**config.mk**
```make
export PLATFORM = sky130hd
export DESIGN_NAME = istr_top
export DESIGN_NICKNAME = d
export VERILOG_FILES = /design/src/include/istr_pkg.sv /design/src/design/istr_rate_div.sv /design/src/design/istr_top.sv
export SDC_FILE = /design/constraint.sdc
export NUM_CORES = 1
export LEC_CHECK = 0
export BUFFER_PORTS_ARGS = -buffer_cell sky130_fd_sc_hd__buf_4
export CORE_MARGIN = 2
export CORE_UTILIZATION = 52
export CTS_BUF_LIST = sky130_fd_sc_hd__clkbuf_4 sky130_fd_sc_hd__clkbuf_8
export CTS_CLUSTER_DIAMETER = 40
export CTS_CLUSTER_SIZE = 30
export DETAILED_ROUTE_END_ITERATION = 7
export HOLD_SLACK_MARGIN = 0.06
export PLACE_DENSITY = 0.89
export SYNTH_ARGS = -nofsm -noshare
export SYNTH_HDL_FRONTEND = slang
export SYNTH_HIERARCHICAL = 1
export SYNTH_SLANG_ARGS = --single-unit
```
**constraint.sdc**
```tcl
create_clock -name clk_i -period 3.33 [get_ports clk_i]
set_clock_uncertainty 0.15 [all_clocks]
set_input_delay 0.1665 -clock clk_i [delete_from_list [all_inputs] [get_ports clk_i]]
set_output_delay 0.1665 -clock clk_i [all_outputs]
set_load 0.03 [all_outputs]
```
**src/include/istr_pkg.sv**
```systemverilog
/*
 * constants, carriers and helpers of the init sync and timing refinement block.
 * assumes a single 50 MHz clock and a 32-bit classic wishbone register bus.
 */
package istr_pkg;

   localparam int CLK_MHZ = 50;
   localparam int WB_AW   = 5;

   ////////////////////////////////////////////////////////////////////////////
   // register map, byte addresses
   localparam logic [4:0] OFF_CTRL     = 5'h00;
   localparam logic [4:0] OFF_NODE_ID  = 5'h04;
   localparam logic [4:0] OFF_CMD      = 5'h08;
   localparam logic [4:0] OFF_SUCC_ID  = 5'h0c;
   localparam logic [4:0] OFF_STATUS   = 5'h10;
   localparam logic [4:0] OFF_INT_STAT = 5'h14;
   localparam logic [4:0] OFF_INT_MASK = 5'h18;

   localparam logic [7:0] CTRL_RST = 8'h00;
   localparam logic [7:0] MASK_RST = 8'h00;
   localparam logic [7:0] NODE_RST = 8'h00;

   // commands
   localparam logic [7:0] CMD_CLR_TXRX_INT = 8'h1e;
   localparam logic [7:0] CMD_CLR_FLAG     = 8'h08;
   localparam logic [7:0] CMD_EN_TX        = 8'h03;
   localparam logic [7:0] CMD_EN_RX        = 8'h04;

   // start-up ram pattern
   localparam logic [7:0]  INIT_PATTERN = 8'hd1;
   localparam logic [10:0] INIT_ADDR0   = 11'h000;
   localparam logic [10:0] INIT_ADDR1   = 11'h001;

   ////////////////////////////////////////////////////////////////////////////
   // timing
   localparam int INIT_LIMIT_NS  = 6000;
   localparam int INIT_LIMIT_CYC = INIT_LIMIT_NS * CLK_MHZ / 1000;
   localparam int INTDIS_MIN_NS  = 200;
   localparam int INTDIS_REF_CYC = (INTDIS_MIN_NS * CLK_MHZ + 999) / 1000 + 1;
   localparam int CMD_GAP_NS     = 100;
   localparam int CMD_GAP_REF_CYC = (CMD_GAP_NS * CLK_MHZ + 999) / 1000;
   // legacy figures in rate-clock ticks, rate clock is eight times data rate
   localparam int INTDIS_LEGACY_TICKS  = 4;
   localparam int CMD_GAP_LEGACY_TICKS = 2;

   // interrupt event bits
   localparam int EV_INIT = 0;
   localparam int EV_TA   = 1;
   localparam int EV_RI   = 2;
   localparam int EV_W    = 3;

   // status register bits
   localparam int ST_TA   = 0;
   localparam int ST_RI   = 1;
   localparam int ST_BUSY = 2;
   localparam int ST_RATE = 4;

   typedef struct packed {
      logic [2:0] rate_prescale_select;
      logic       multiplier_select_hi;
      logic       multiplier_select_lo;
      logic       arb_clock_halving;
      logic       refinement_enable;
      logic       idle_wait_bypass;
   } istr_ctrl_s;

   typedef struct packed {
      logic        we;
      logic [10:0] addr;
      logic [7:0]  data;
   } istr_ram_wr_s;

   typedef enum logic [2:0] {
      UPC_IDLE   = 3'b000,
      UPC_SYNC   = 3'b001,
      UPC_WR_PAT = 3'b010,
      UPC_WR_ID  = 3'b011
   } istr_upc_e;

   // true while the micro-program sits in the initialization routine
   function automatic logic in_init_routine(input istr_upc_e pc);
      in_init_routine = (pc == UPC_SYNC) || (pc == UPC_WR_PAT) || (pc == UPC_WR_ID);
   endfunction : in_init_routine

endpackage : istr_pkg

```
**src/design/istr_rate_div.sv**
```systemverilog
/*
 * enable-pulse divider: one tick_o every div_i enabled cycles.
 * assumes en_i and div_i come from logic on clk_i; div_i of zero acts as one.
 */
`timescale 1ns/10ps
module istr_rate_div #(
   parameter int W = 8
) (
   input  wire logic         clk_i,
   input  wire logic         rst_i,
   input  wire logic         en_i,
   input  wire logic [W-1:0] div_i,
   output logic              tick_o
);

   logic [W-1:0] cnt_q;
   logic [W-1:0] cnt_d;
   logic         wrap;

   always_comb begin
      wrap   = (cnt_q + W'(1) >= div_i);
      tick_o = en_i && wrap;
      cnt_d  = cnt_q;
      if (en_i) begin
         cnt_d = wrap ? '0 : cnt_q + W'(1);
      end
   end

   always_ff @(posedge clk_i) begin
      if (rst_i) begin
         cnt_q <= '0;
      end else begin
         cnt_q <= cnt_d;
      end
   end

endmodule : istr_rate_div

```
**src/design/istr_top.sv**
```systemverilog
/*
 * start-up ram init gating, interrupt disable timing, prescaler select sync,
 * command write spacing and tx/rx flag timing, behind a classic wishbone slave.
 * assumes clk_i at 50 MHz, synchronous reset, line_idle_i from a pin.
 */
// Functional notes
// - arb period is op period, doubled when halving
// - init writes wait for idle line unless bypassed
// - node write stores d1 at 000, id at 001
// - bypass suppresses idle wait inside init routine
// - refinement enable off keeps legacy timing
// - clear commands or successor read deassert interrupt briefly
// - disable time rate-scaled, or over 200 ns refined
// - refined: rate select synchronized into prescaler
// - legacy command write spacing scales with rate
// - refined command spacing fixed 100 ns
// - refined flags rise at setting pulse end
`timescale 1ns/10ps
module istr_top (
   input  wire logic                      clk_i,
   input  wire logic                      rst_i,
   input  wire logic                      wb_cyc_i,
   input  wire logic                      wb_stb_i,
   input  wire logic                      wb_we_i,
   input  wire logic [istr_pkg::WB_AW-1:0] wb_adr_i,
   input  wire logic [31:0]               wb_dat_i,
   input  wire logic [3:0]                wb_sel_i,
   output logic [31:0]                    wb_dat_o,
   output logic                           wb_ack_o,
   input  wire logic                      line_idle_i,
   input  wire logic [7:0]                successor_identifier_i,
   input  wire logic                      ta_set_pulse_i,
   input  wire logic                      ri_set_pulse_i,
   output logic                           transmitter_available_flag_o,
   output logic                           receiver_inhibited_flag_o,
   output istr_pkg::istr_ram_wr_s         ram_wr_o,
   output logic                           arb_tick_o,
   output logic                           rate_tick_o,
   output logic [2:0]                     rate_prescale_select_o,
   output logic                           interrupt_out_n_o
);

   localparam int INIT_BOUND = 300;

   istr_pkg::istr_ctrl_s    ctrl_q, ctrl_d;
   logic [7:0]              node_q, node_d;
   logic [7:0]              mask_q, mask_d;
   logic [istr_pkg::EV_W-1:0] ev_q, ev_d;
   logic                    ack_q, ack_d;
   logic [31:0]             dat_q, dat_d;
   logic                    idle_s1_q, idle_s2_q;
   istr_pkg::istr_upc_e     upc_q, upc_d;
   istr_pkg::istr_ram_wr_s  ram_q, ram_d;
   logic [2:0]              rsync1_q, rsync1_d, rsync2_q, rsync2_d;
   logic [7:0]              dis_q, dis_d;
   logic [7:0]              gap_q, gap_d;
   logic [1:0]              flag_q, flag_d;
   logic [1:0]              pulse_q;
   logic                    int_n_q, int_n_d;
   logic                    req, stall, wr_acc, rd_acc, node_wr, cmd_wr, clear_trig;
   logic [2:0]              rate_eff;
   logic [1:0]              pulses;
   logic [istr_pkg::EV_W-1:0] ev_set;
   logic [7:0]              op_div, arb_div, rate_div;
   logic                    op_tick;

   ////////////////////////////////////////////////////////////////////////////
   // clock enables
   always_comb begin
      unique case ({ctrl_q.multiplier_select_hi, ctrl_q.multiplier_select_lo})
         2'b00: op_div = 8'h08;
         2'b01: op_div = 8'h04;
         2'b10: op_div = 8'h02;
         2'b11: op_div = 8'h02;
      endcase
      arb_div  = ctrl_q.arb_clock_halving ? 8'h02 : 8'h01;
      rate_eff = ctrl_q.refinement_enable ? rsync2_q : ctrl_q.rate_prescale_select;
      rate_div = 8'h01 << rate_eff;
   end

   istr_rate_div #(.W(8)) u_op_div (
      .clk_i  (clk_i),
      .rst_i  (rst_i),
      .en_i   (1'b1),
      .div_i  (op_div),
      .tick_o (op_tick)
   );

   istr_rate_div #(.W(8)) u_arb_div (
      .clk_i  (clk_i),
      .rst_i  (rst_i),
      .en_i   (op_tick),
      .div_i  (arb_div),
      .tick_o (arb_tick_o)
   );

   istr_rate_div #(.W(8)) u_rate_div (
      .clk_i  (clk_i),
      .rst_i  (rst_i),
      .en_i   (op_tick),
      .div_i  (rate_div),
      .tick_o (rate_tick_o)
   );

   ////////////////////////////////////////////////////////////////////////////
   // wishbone slave and registers
   always_comb begin
      req        = wb_cyc_i && wb_stb_i && !ack_q;
      cmd_wr     = req && wb_we_i && (wb_adr_i[4:2] == istr_pkg::OFF_CMD[4:2]);
      stall      = cmd_wr && (gap_q != 8'h00);
      ack_d      = req && !stall;
      wr_acc     = ack_d && wb_we_i && wb_sel_i[0];
      rd_acc     = ack_d && !wb_we_i;
      node_wr    = wr_acc && (wb_adr_i[4:2] == istr_pkg::OFF_NODE_ID[4:2]);
      clear_trig = !int_n_q && ((wr_acc && cmd_wr && ((wb_dat_i[7:0] == istr_pkg::CMD_CLR_TXRX_INT) ||
                   (wb_dat_i[7:0] == istr_pkg::CMD_CLR_FLAG))) ||
                   (rd_acc && (wb_adr_i[4:2] == istr_pkg::OFF_SUCC_ID[4:2])));
      ctrl_d = ctrl_q;
      node_d = node_q;
      mask_d = mask_q;
      ev_d   = ev_q | ev_set;
      dat_d  = 32'h0000_0000;
      if (wr_acc) begin
         unique case (wb_adr_i[4:2])
            istr_pkg::OFF_CTRL[4:2]:     ctrl_d = istr_pkg::istr_ctrl_s'(wb_dat_i[7:0]);
            istr_pkg::OFF_NODE_ID[4:2]:  node_d = wb_dat_i[7:0];
            istr_pkg::OFF_INT_MASK[4:2]: mask_d = wb_dat_i[7:0];
            istr_pkg::OFF_INT_STAT[4:2]: ev_d = (ev_q & ~wb_dat_i[istr_pkg::EV_W-1:0]) | ev_set;
            default: ;
         endcase
      end
      if (rd_acc) begin
         unique case (wb_adr_i[4:2])
            istr_pkg::OFF_CTRL[4:2]:     dat_d[7:0] = ctrl_q;
            istr_pkg::OFF_NODE_ID[4:2]:  dat_d[7:0] = node_q;
            istr_pkg::OFF_SUCC_ID[4:2]:  dat_d[7:0] = successor_identifier_i;
            istr_pkg::OFF_STATUS[4:2]: begin
               dat_d[istr_pkg::ST_TA]   = flag_q[0];
               dat_d[istr_pkg::ST_RI]   = flag_q[1];
               dat_d[istr_pkg::ST_BUSY] = istr_pkg::in_init_routine(upc_q);
               dat_d[istr_pkg::ST_RATE +: 3] = rate_eff;
            end
            istr_pkg::OFF_INT_STAT[4:2]: dat_d[istr_pkg::EV_W-1:0] = ev_q;
            istr_pkg::OFF_INT_MASK[4:2]: dat_d[7:0] = mask_q;
            default: ;
         endcase
      end
   end

   assign wb_ack_o = ack_q;
   assign wb_dat_o = dat_q;

   ////////////////////////////////////////////////////////////////////////////
   // start-up ram initialization sequencer
   always_comb begin
      upc_d = upc_q;
      ram_d = '0;
      unique case (upc_q)
         istr_pkg::UPC_IDLE: begin
            if (node_wr) begin
               upc_d = istr_pkg::UPC_SYNC;
            end
         end
         istr_pkg::UPC_SYNC: begin
            // idle wait decoded away inside the init routine when bypassed
            if (idle_s2_q || (ctrl_q.idle_wait_bypass && istr_pkg::in_init_routine(upc_q))) begin
               upc_d = istr_pkg::UPC_WR_PAT;
            end
         end
         istr_pkg::UPC_WR_PAT: begin
            ram_d = '{we: 1'b1, addr: istr_pkg::INIT_ADDR0, data: istr_pkg::INIT_PATTERN};
            upc_d = istr_pkg::UPC_WR_ID;
         end
         istr_pkg::UPC_WR_ID: begin
            ram_d = '{we: 1'b1, addr: istr_pkg::INIT_ADDR1, data: node_q};
            upc_d = istr_pkg::UPC_IDLE;
         end
         default: upc_d = istr_pkg::UPC_IDLE;
      endcase
      ev_set = '0;
      ev_set[istr_pkg::EV_INIT] = (upc_q == istr_pkg::UPC_WR_ID);
      ev_set[istr_pkg::EV_TA]   = flag_d[0] && !flag_q[0];
      ev_set[istr_pkg::EV_RI]   = flag_d[1] && !flag_q[1];
   end

   assign ram_wr_o = ram_q;

   ////////////////////////////////////////////////////////////////////////////
   // timing refinements
   always_comb begin
      rsync1_d = rsync1_q;
      rsync2_d = rsync2_q;
      if (op_tick) begin
         rsync1_d = ctrl_q.rate_prescale_select;
         rsync2_d = rsync1_q;
      end
      // refined counts run on the system clock, legacy ones on rate ticks
      dis_d = dis_q;
      if (clear_trig) begin
         dis_d = ctrl_q.refinement_enable ? 8'(istr_pkg::INTDIS_REF_CYC) :
                 8'(istr_pkg::INTDIS_LEGACY_TICKS);
      end else if ((dis_q != 8'h00) && (ctrl_q.refinement_enable || rate_tick_o)) begin
         dis_d = dis_q - 8'h01;
      end
      gap_d = gap_q;
      if (cmd_wr && ack_d) begin
         gap_d = ctrl_q.refinement_enable ? 8'(istr_pkg::CMD_GAP_REF_CYC) :
                 8'(istr_pkg::CMD_GAP_LEGACY_TICKS);
      end else if ((gap_q != 8'h00) && (ctrl_q.refinement_enable || rate_tick_o)) begin
         gap_d = gap_q - 8'h01;
      end
      pulses = {ri_set_pulse_i, ta_set_pulse_i};
      for (int i = 0; i < 2; i++) begin
         flag_d[i] = flag_q[i];
         if (ctrl_q.refinement_enable ? (pulse_q[i] && !pulses[i]) : (pulses[i] && !pulse_q[i])) begin
            flag_d[i] = 1'b1;
         end else if (wr_acc && cmd_wr &&
                      (wb_dat_i[7:0] == (i == 0 ? istr_pkg::CMD_EN_TX : istr_pkg::CMD_EN_RX))) begin
            flag_d[i] = 1'b0;
         end
      end
      int_n_d = !((|(ev_q & mask_q[istr_pkg::EV_W-1:0])) && (dis_d == 8'h00));
   end

   assign transmitter_available_flag_o = flag_q[0];
   assign receiver_inhibited_flag_o    = flag_q[1];
   assign rate_prescale_select_o       = rate_eff;
   assign interrupt_out_n_o            = int_n_q;

   ////////////////////////////////////////////////////////////////////////////
   // state registers
   always_ff @(posedge clk_i) begin
      if (rst_i) begin
         ctrl_q    <= istr_pkg::istr_ctrl_s'(istr_pkg::CTRL_RST);
         node_q    <= istr_pkg::NODE_RST;
         mask_q    <= istr_pkg::MASK_RST;
         ev_q      <= '0;
         ack_q     <= 1'b0;
         dat_q     <= 32'h0000_0000;
         idle_s1_q <= 1'b0;
         idle_s2_q <= 1'b0;
         upc_q     <= istr_pkg::UPC_IDLE;
         ram_q     <= '0;
         rsync1_q  <= 3'h0;
         rsync2_q  <= 3'h0;
         dis_q     <= 8'h00;
         gap_q     <= 8'h00;
         flag_q    <= 2'h0;
         pulse_q   <= 2'h0;
         int_n_q   <= 1'b1;
      end else begin
         ctrl_q    <= ctrl_d;
         node_q    <= node_d;
         mask_q    <= mask_d;
         ev_q      <= ev_d;
         ack_q     <= ack_d;
         dat_q     <= dat_d;
         idle_s1_q <= line_idle_i;
         idle_s2_q <= idle_s1_q;
         upc_q     <= upc_d;
         ram_q     <= ram_d;
         rsync1_q  <= rsync1_d;
         rsync2_q  <= rsync2_d;
         dis_q     <= dis_d;
         gap_q     <= gap_d;
         flag_q    <= flag_d;
         pulse_q   <= pulses;
         int_n_q   <= int_n_d;
      end
   end
endmodule : istr_top

```
==> flow_metrics.py <==
metrics = {
    "synthesis": {
        "synth_area_mm2": 0.00610,
        "async_flop_share_pct": 0,
        "seq_area_frac_synth_pct": 33.1,
        "synth-edff-count": 0,
        "ys.flop_type": "dfxtp_1",
        "yosysWarnings": 6,
        "yosys.cell_types.count": 76,
        "synth_seq_cells": 101,
        "syn_inst": 677,
        "syn_avg_cell_area_um2": 9.02,
    },
    "floorplan": {
        "fp.dieW_um": 112,
        "die_h_um": 112,
        "initial_core_util_pct": 53.5,
        "coreArea_mm2": 0.0114,
        "dieArea_mm2": 0.0126,
        "num_rows": 39,
        "pin_count": 118,
    },
    "min_path": {
        "holdPathStages": 2,
        "min_path_type": "in -> reg",
        "min_from": "wb_adr_i[3]",
        "worstHoldEndpoint": "wb_dat_o[2]",
    },
    "clock_network": {
        "cts_htree_levels": 3,
        "cts_tree": "done",
        "cts_root_buf": "clkbuf_8",
        "cts.sinks": 101,
        "clk_latency_ns": 0.39,
        "cts_buffers": 9,
        "clk_path_buf_depth": 2,
        "path_clk_slew_ns": 0.10,
    },
    "finish": {
        "stdcell_area_mm2": 0.00730,
        "drive_above_1_share_pct": 25.6,
        "fillCellCount": 870,
        "fin_cells": 917,
        "n_antenna_cell": 0,
        "multi_input_area_mm2": 0.00379,
        "nets": 861,
        "synthToLayoutAreaGrowth_pct": 19.6,
        "seq_area_mm2": 0.00205,
    },
    "routing": {
        "wirelength_um": 14200,
        "drt_first_iter_violations": 256,
        "num_vias": 5031,
        "wl_per_cell_um": 15.5,
        "drc": 0,
        "dr.pass1.iters": 5,
        "via_per_inst": 5.49,
        "ant_nets": 0,
    },
    "global_route": {
        "gr-total-overflow": 0,
        "grt_util_all_layers_pct": 22.1,
        "grt_max_degree": 38,
        "grt_pass1_vias": 4795,
        "grt_pass1_wl_um": 22700,
        "grt_antenna_before_repair": 0,
    },
    "sta": {
        "slew_headroom_pct": 64.0,
        "setup_violations": 0,
        "setup_tns_ns": 0,
        "slew_violations": 0,
        "worst_pin_slew_ns": 0.538,
        "hold_ws_ns": 0.0961,
        "post-route-min-period_ns": 3.23,
        "fin_ws_ns": 0.0962,
        "clock.fmax_mhz": 309,
        "finalCritPeriodShare_pct": 97.1,
        "hold_violations": 0,
    },
    "power_and_ir_drop": {
        "power_switching_share_pct": 27.1,
        "pwr-share-clk_pct": 37.5,
        "p_per_area_mw_per_mm2": 341,
        "irDropWorstVdd_v": 0.000407,
        "p_seq_share_pct": 49.8,
        "leakage_nw": 2.93,
        "power_frac_comb_pct": 12.6,
        "intPower_w": 0.00181,
        "power_switching_w": 0.000673,
    },
    "setup_path": {
        "r2r-start": "u_op_div/cnt_q[0]",
        "regToRegSetupSlack_ns": 0.13,
        "rr_worst_depth": 17,
        "criticalPathCategory": "reg -> out",
        "worstPathArrival_ns": 2.92,
        "reg2reg_to": "interrupt_out_n_o",
        "cp-end-kind": "output port",
        "worstPathRequired_ns": 3.01,
        "cp_max_fo": 25,
        "worst_setup_path_start_kind": "flip-flop",
    },
    "placement": {
        "preCtsSetupSlack_ns": -0.106,
        "place_area_mm2": 0.00660,
        "dp_hpwl_um": 9640,
        "gp_congestion": 0.818,
        "dp.cells": 874,
        "io_buffers": 54,
    },
    "flow_run": {
        "drv_cap": 0,
    },
    "status": {
        "status": "complete, no violations",
    },
}
[per-stage QoR]
step / util, % / power, W
after floorplan: - / 0.00150
after global placement: 57.8 / 0.00153
after detailed placement: 57.8 / 0.00154
after CTS: 62.0 / 0.00248
after global routing: 63.9 / 0.00257
final: 63.9 / 0.00249
[synthesized netlist by cell type (5+ instances only)]
cell,count,area share [%]
dfxtp_1,101,33
nor2_1,82,5.0
inv_1,61,3.8
mux2i_1,43,7.1
ha_1,35,7.2
buf_4,34,4.2
nand2_1,29,1.8
xnor2_1,20,2.9
nand2b_1,18,1.8
o21ai_0,18,1.5
nand3_1,17,1.4
a21oi_1,16,1.3
nor3_1,16,1.3
o32ai_1,13,1.9
o31ai_2,12,2.5
clkbuf_1,11,0.68
or3b_2,10,1.4
nor2b_1,9,0.92
and2_1,7,0.72
xor2_1,7,1.0
a211oi_1,5,0.62
a21oi_2,5,0.72
buf_2,5,0.41
[cell type report]
cell class                 count  share of cell area (%)
multi-input combinational    497                    51.9
sequential                   101                    28.1
timing repair buffer          99                    11.1
inverter                      61                    3.14
tap                          143                    2.45
clock buffer                  11                    2.07
clock inverter                 5                    1.22
[logic make-up (layout without fill, tap and decap cells)]
kind of cell             after synthesis  count (layout)  share of synthesized area [%]
XOR/XNOR                              27              27                           3.87
multiplexers                          44              44                           7.42
buffers and inverters                123             176                           10.7
flip-flops                           101             101                           33.1
AO/OA/AOI/OAI                        113             113                           16.1
other                                  2              46                          0.123
adder cells (fa/ha/maj)               35              35                           7.18
AND/OR/NAND/NOR                      232             232                           21.5
[cell usage in the layout (no fill, tap or decap), drive strengths merged, types with 19 or more instances in the layout]
master       instances
a21oi               22
buf                 78
conb                46
dfxtp              101
dlygate4sd3         21
ha                  35
inv                 64
mux2i               43
nand2               29
nand2b              22
nand3               20
nor2                82
nor3                19
o21ai               23
xnor2               20
[power groups by stage]
stage / combinational (W) / clock (W) / sequential, W
finish: 0.000314 / 0.000933 / 0.00124
global route: 0.000334 / 0.000998 / 0.00124
CTS: 0.000296 / 0.000943 / 0.00124
detailed placement: 0.000274 / 0 / 0.00127
global placement: 0.000267 / 0 / 0.00127
floorplan: 0.000225 / 0 / 0.00127
[critical path, cell delays in order (launching register included)]
cell and delay, ns:
dfxtp_4 0.40, buf_12 0.11, ha_4 0.13, nand2_1 0.07, nor2_2 0.13, xnor2_2 0.15, inv_2 0.07, ha_4 0.28
and4_4 0.23, o21ai_2 0.07, o21ai_2 0.16, and2_4 0.18, buf_6 0.23, and2_1 0.16, buf_4 0.15
[timing repair]
item,4_1_cts,5_1_grt
hold buffers,21,0
setup buffers,0,6
resized for setup,9,41
endpoints found under the hold margin,43,0
pin swaps,0,10
setup endpoints to repair,8,14
[sequential cells by signal, summed over array words and instances, names as in the netlist, 2 cells and up]
register	cells
upc_q	2
flag_q	2
u_arb_div/cnt_q	8
ram_wr_o	10
pulse_q	2
wb_dat_o	8
u_rate_div/cnt_q	8
rsync1_q	3
node_q	8
u_op_div/cnt_q	8
gap_q	8
mask_q	8
dis_q	8
ctrl_q	8
rsync2_q	3
ev_q	3
[per-layer routing]
layer / global-route usage, % / share of wire (%) / up-vias
met5: 0 / 0 / -
met4: 7.64 / 2.5 / 0
met3: 5.45 / 6.0 / 29
met2: 38.2 / 50 / 183
met1: 26.9 / 41 / 2375
li1: - / - / 2444
[how the worst max path moves through the flow]
stage / start / to / slack (ns) / depth (start not counted)
after floorplan: ctrl_q[1] / interrupt_out_n_o / 0.05 / 16
after global placement: ctrl_q[1] / interrupt_out_n_o / 0.02 / 13
after detailed placement: ctrl_q[1] / interrupt_out_n_o / -0.11 / 13
after CTS: u_rate_div/cnt_q[0] / interrupt_out_n_o / 0.04 / 15
after global routing: u_op_div/cnt_q[0] / interrupt_out_n_o / -0.02 / 17
final: u_op_div/cnt_q[0] / arb_tick_o / 0.1 / 14
Power figures use the tool's default switching activity.
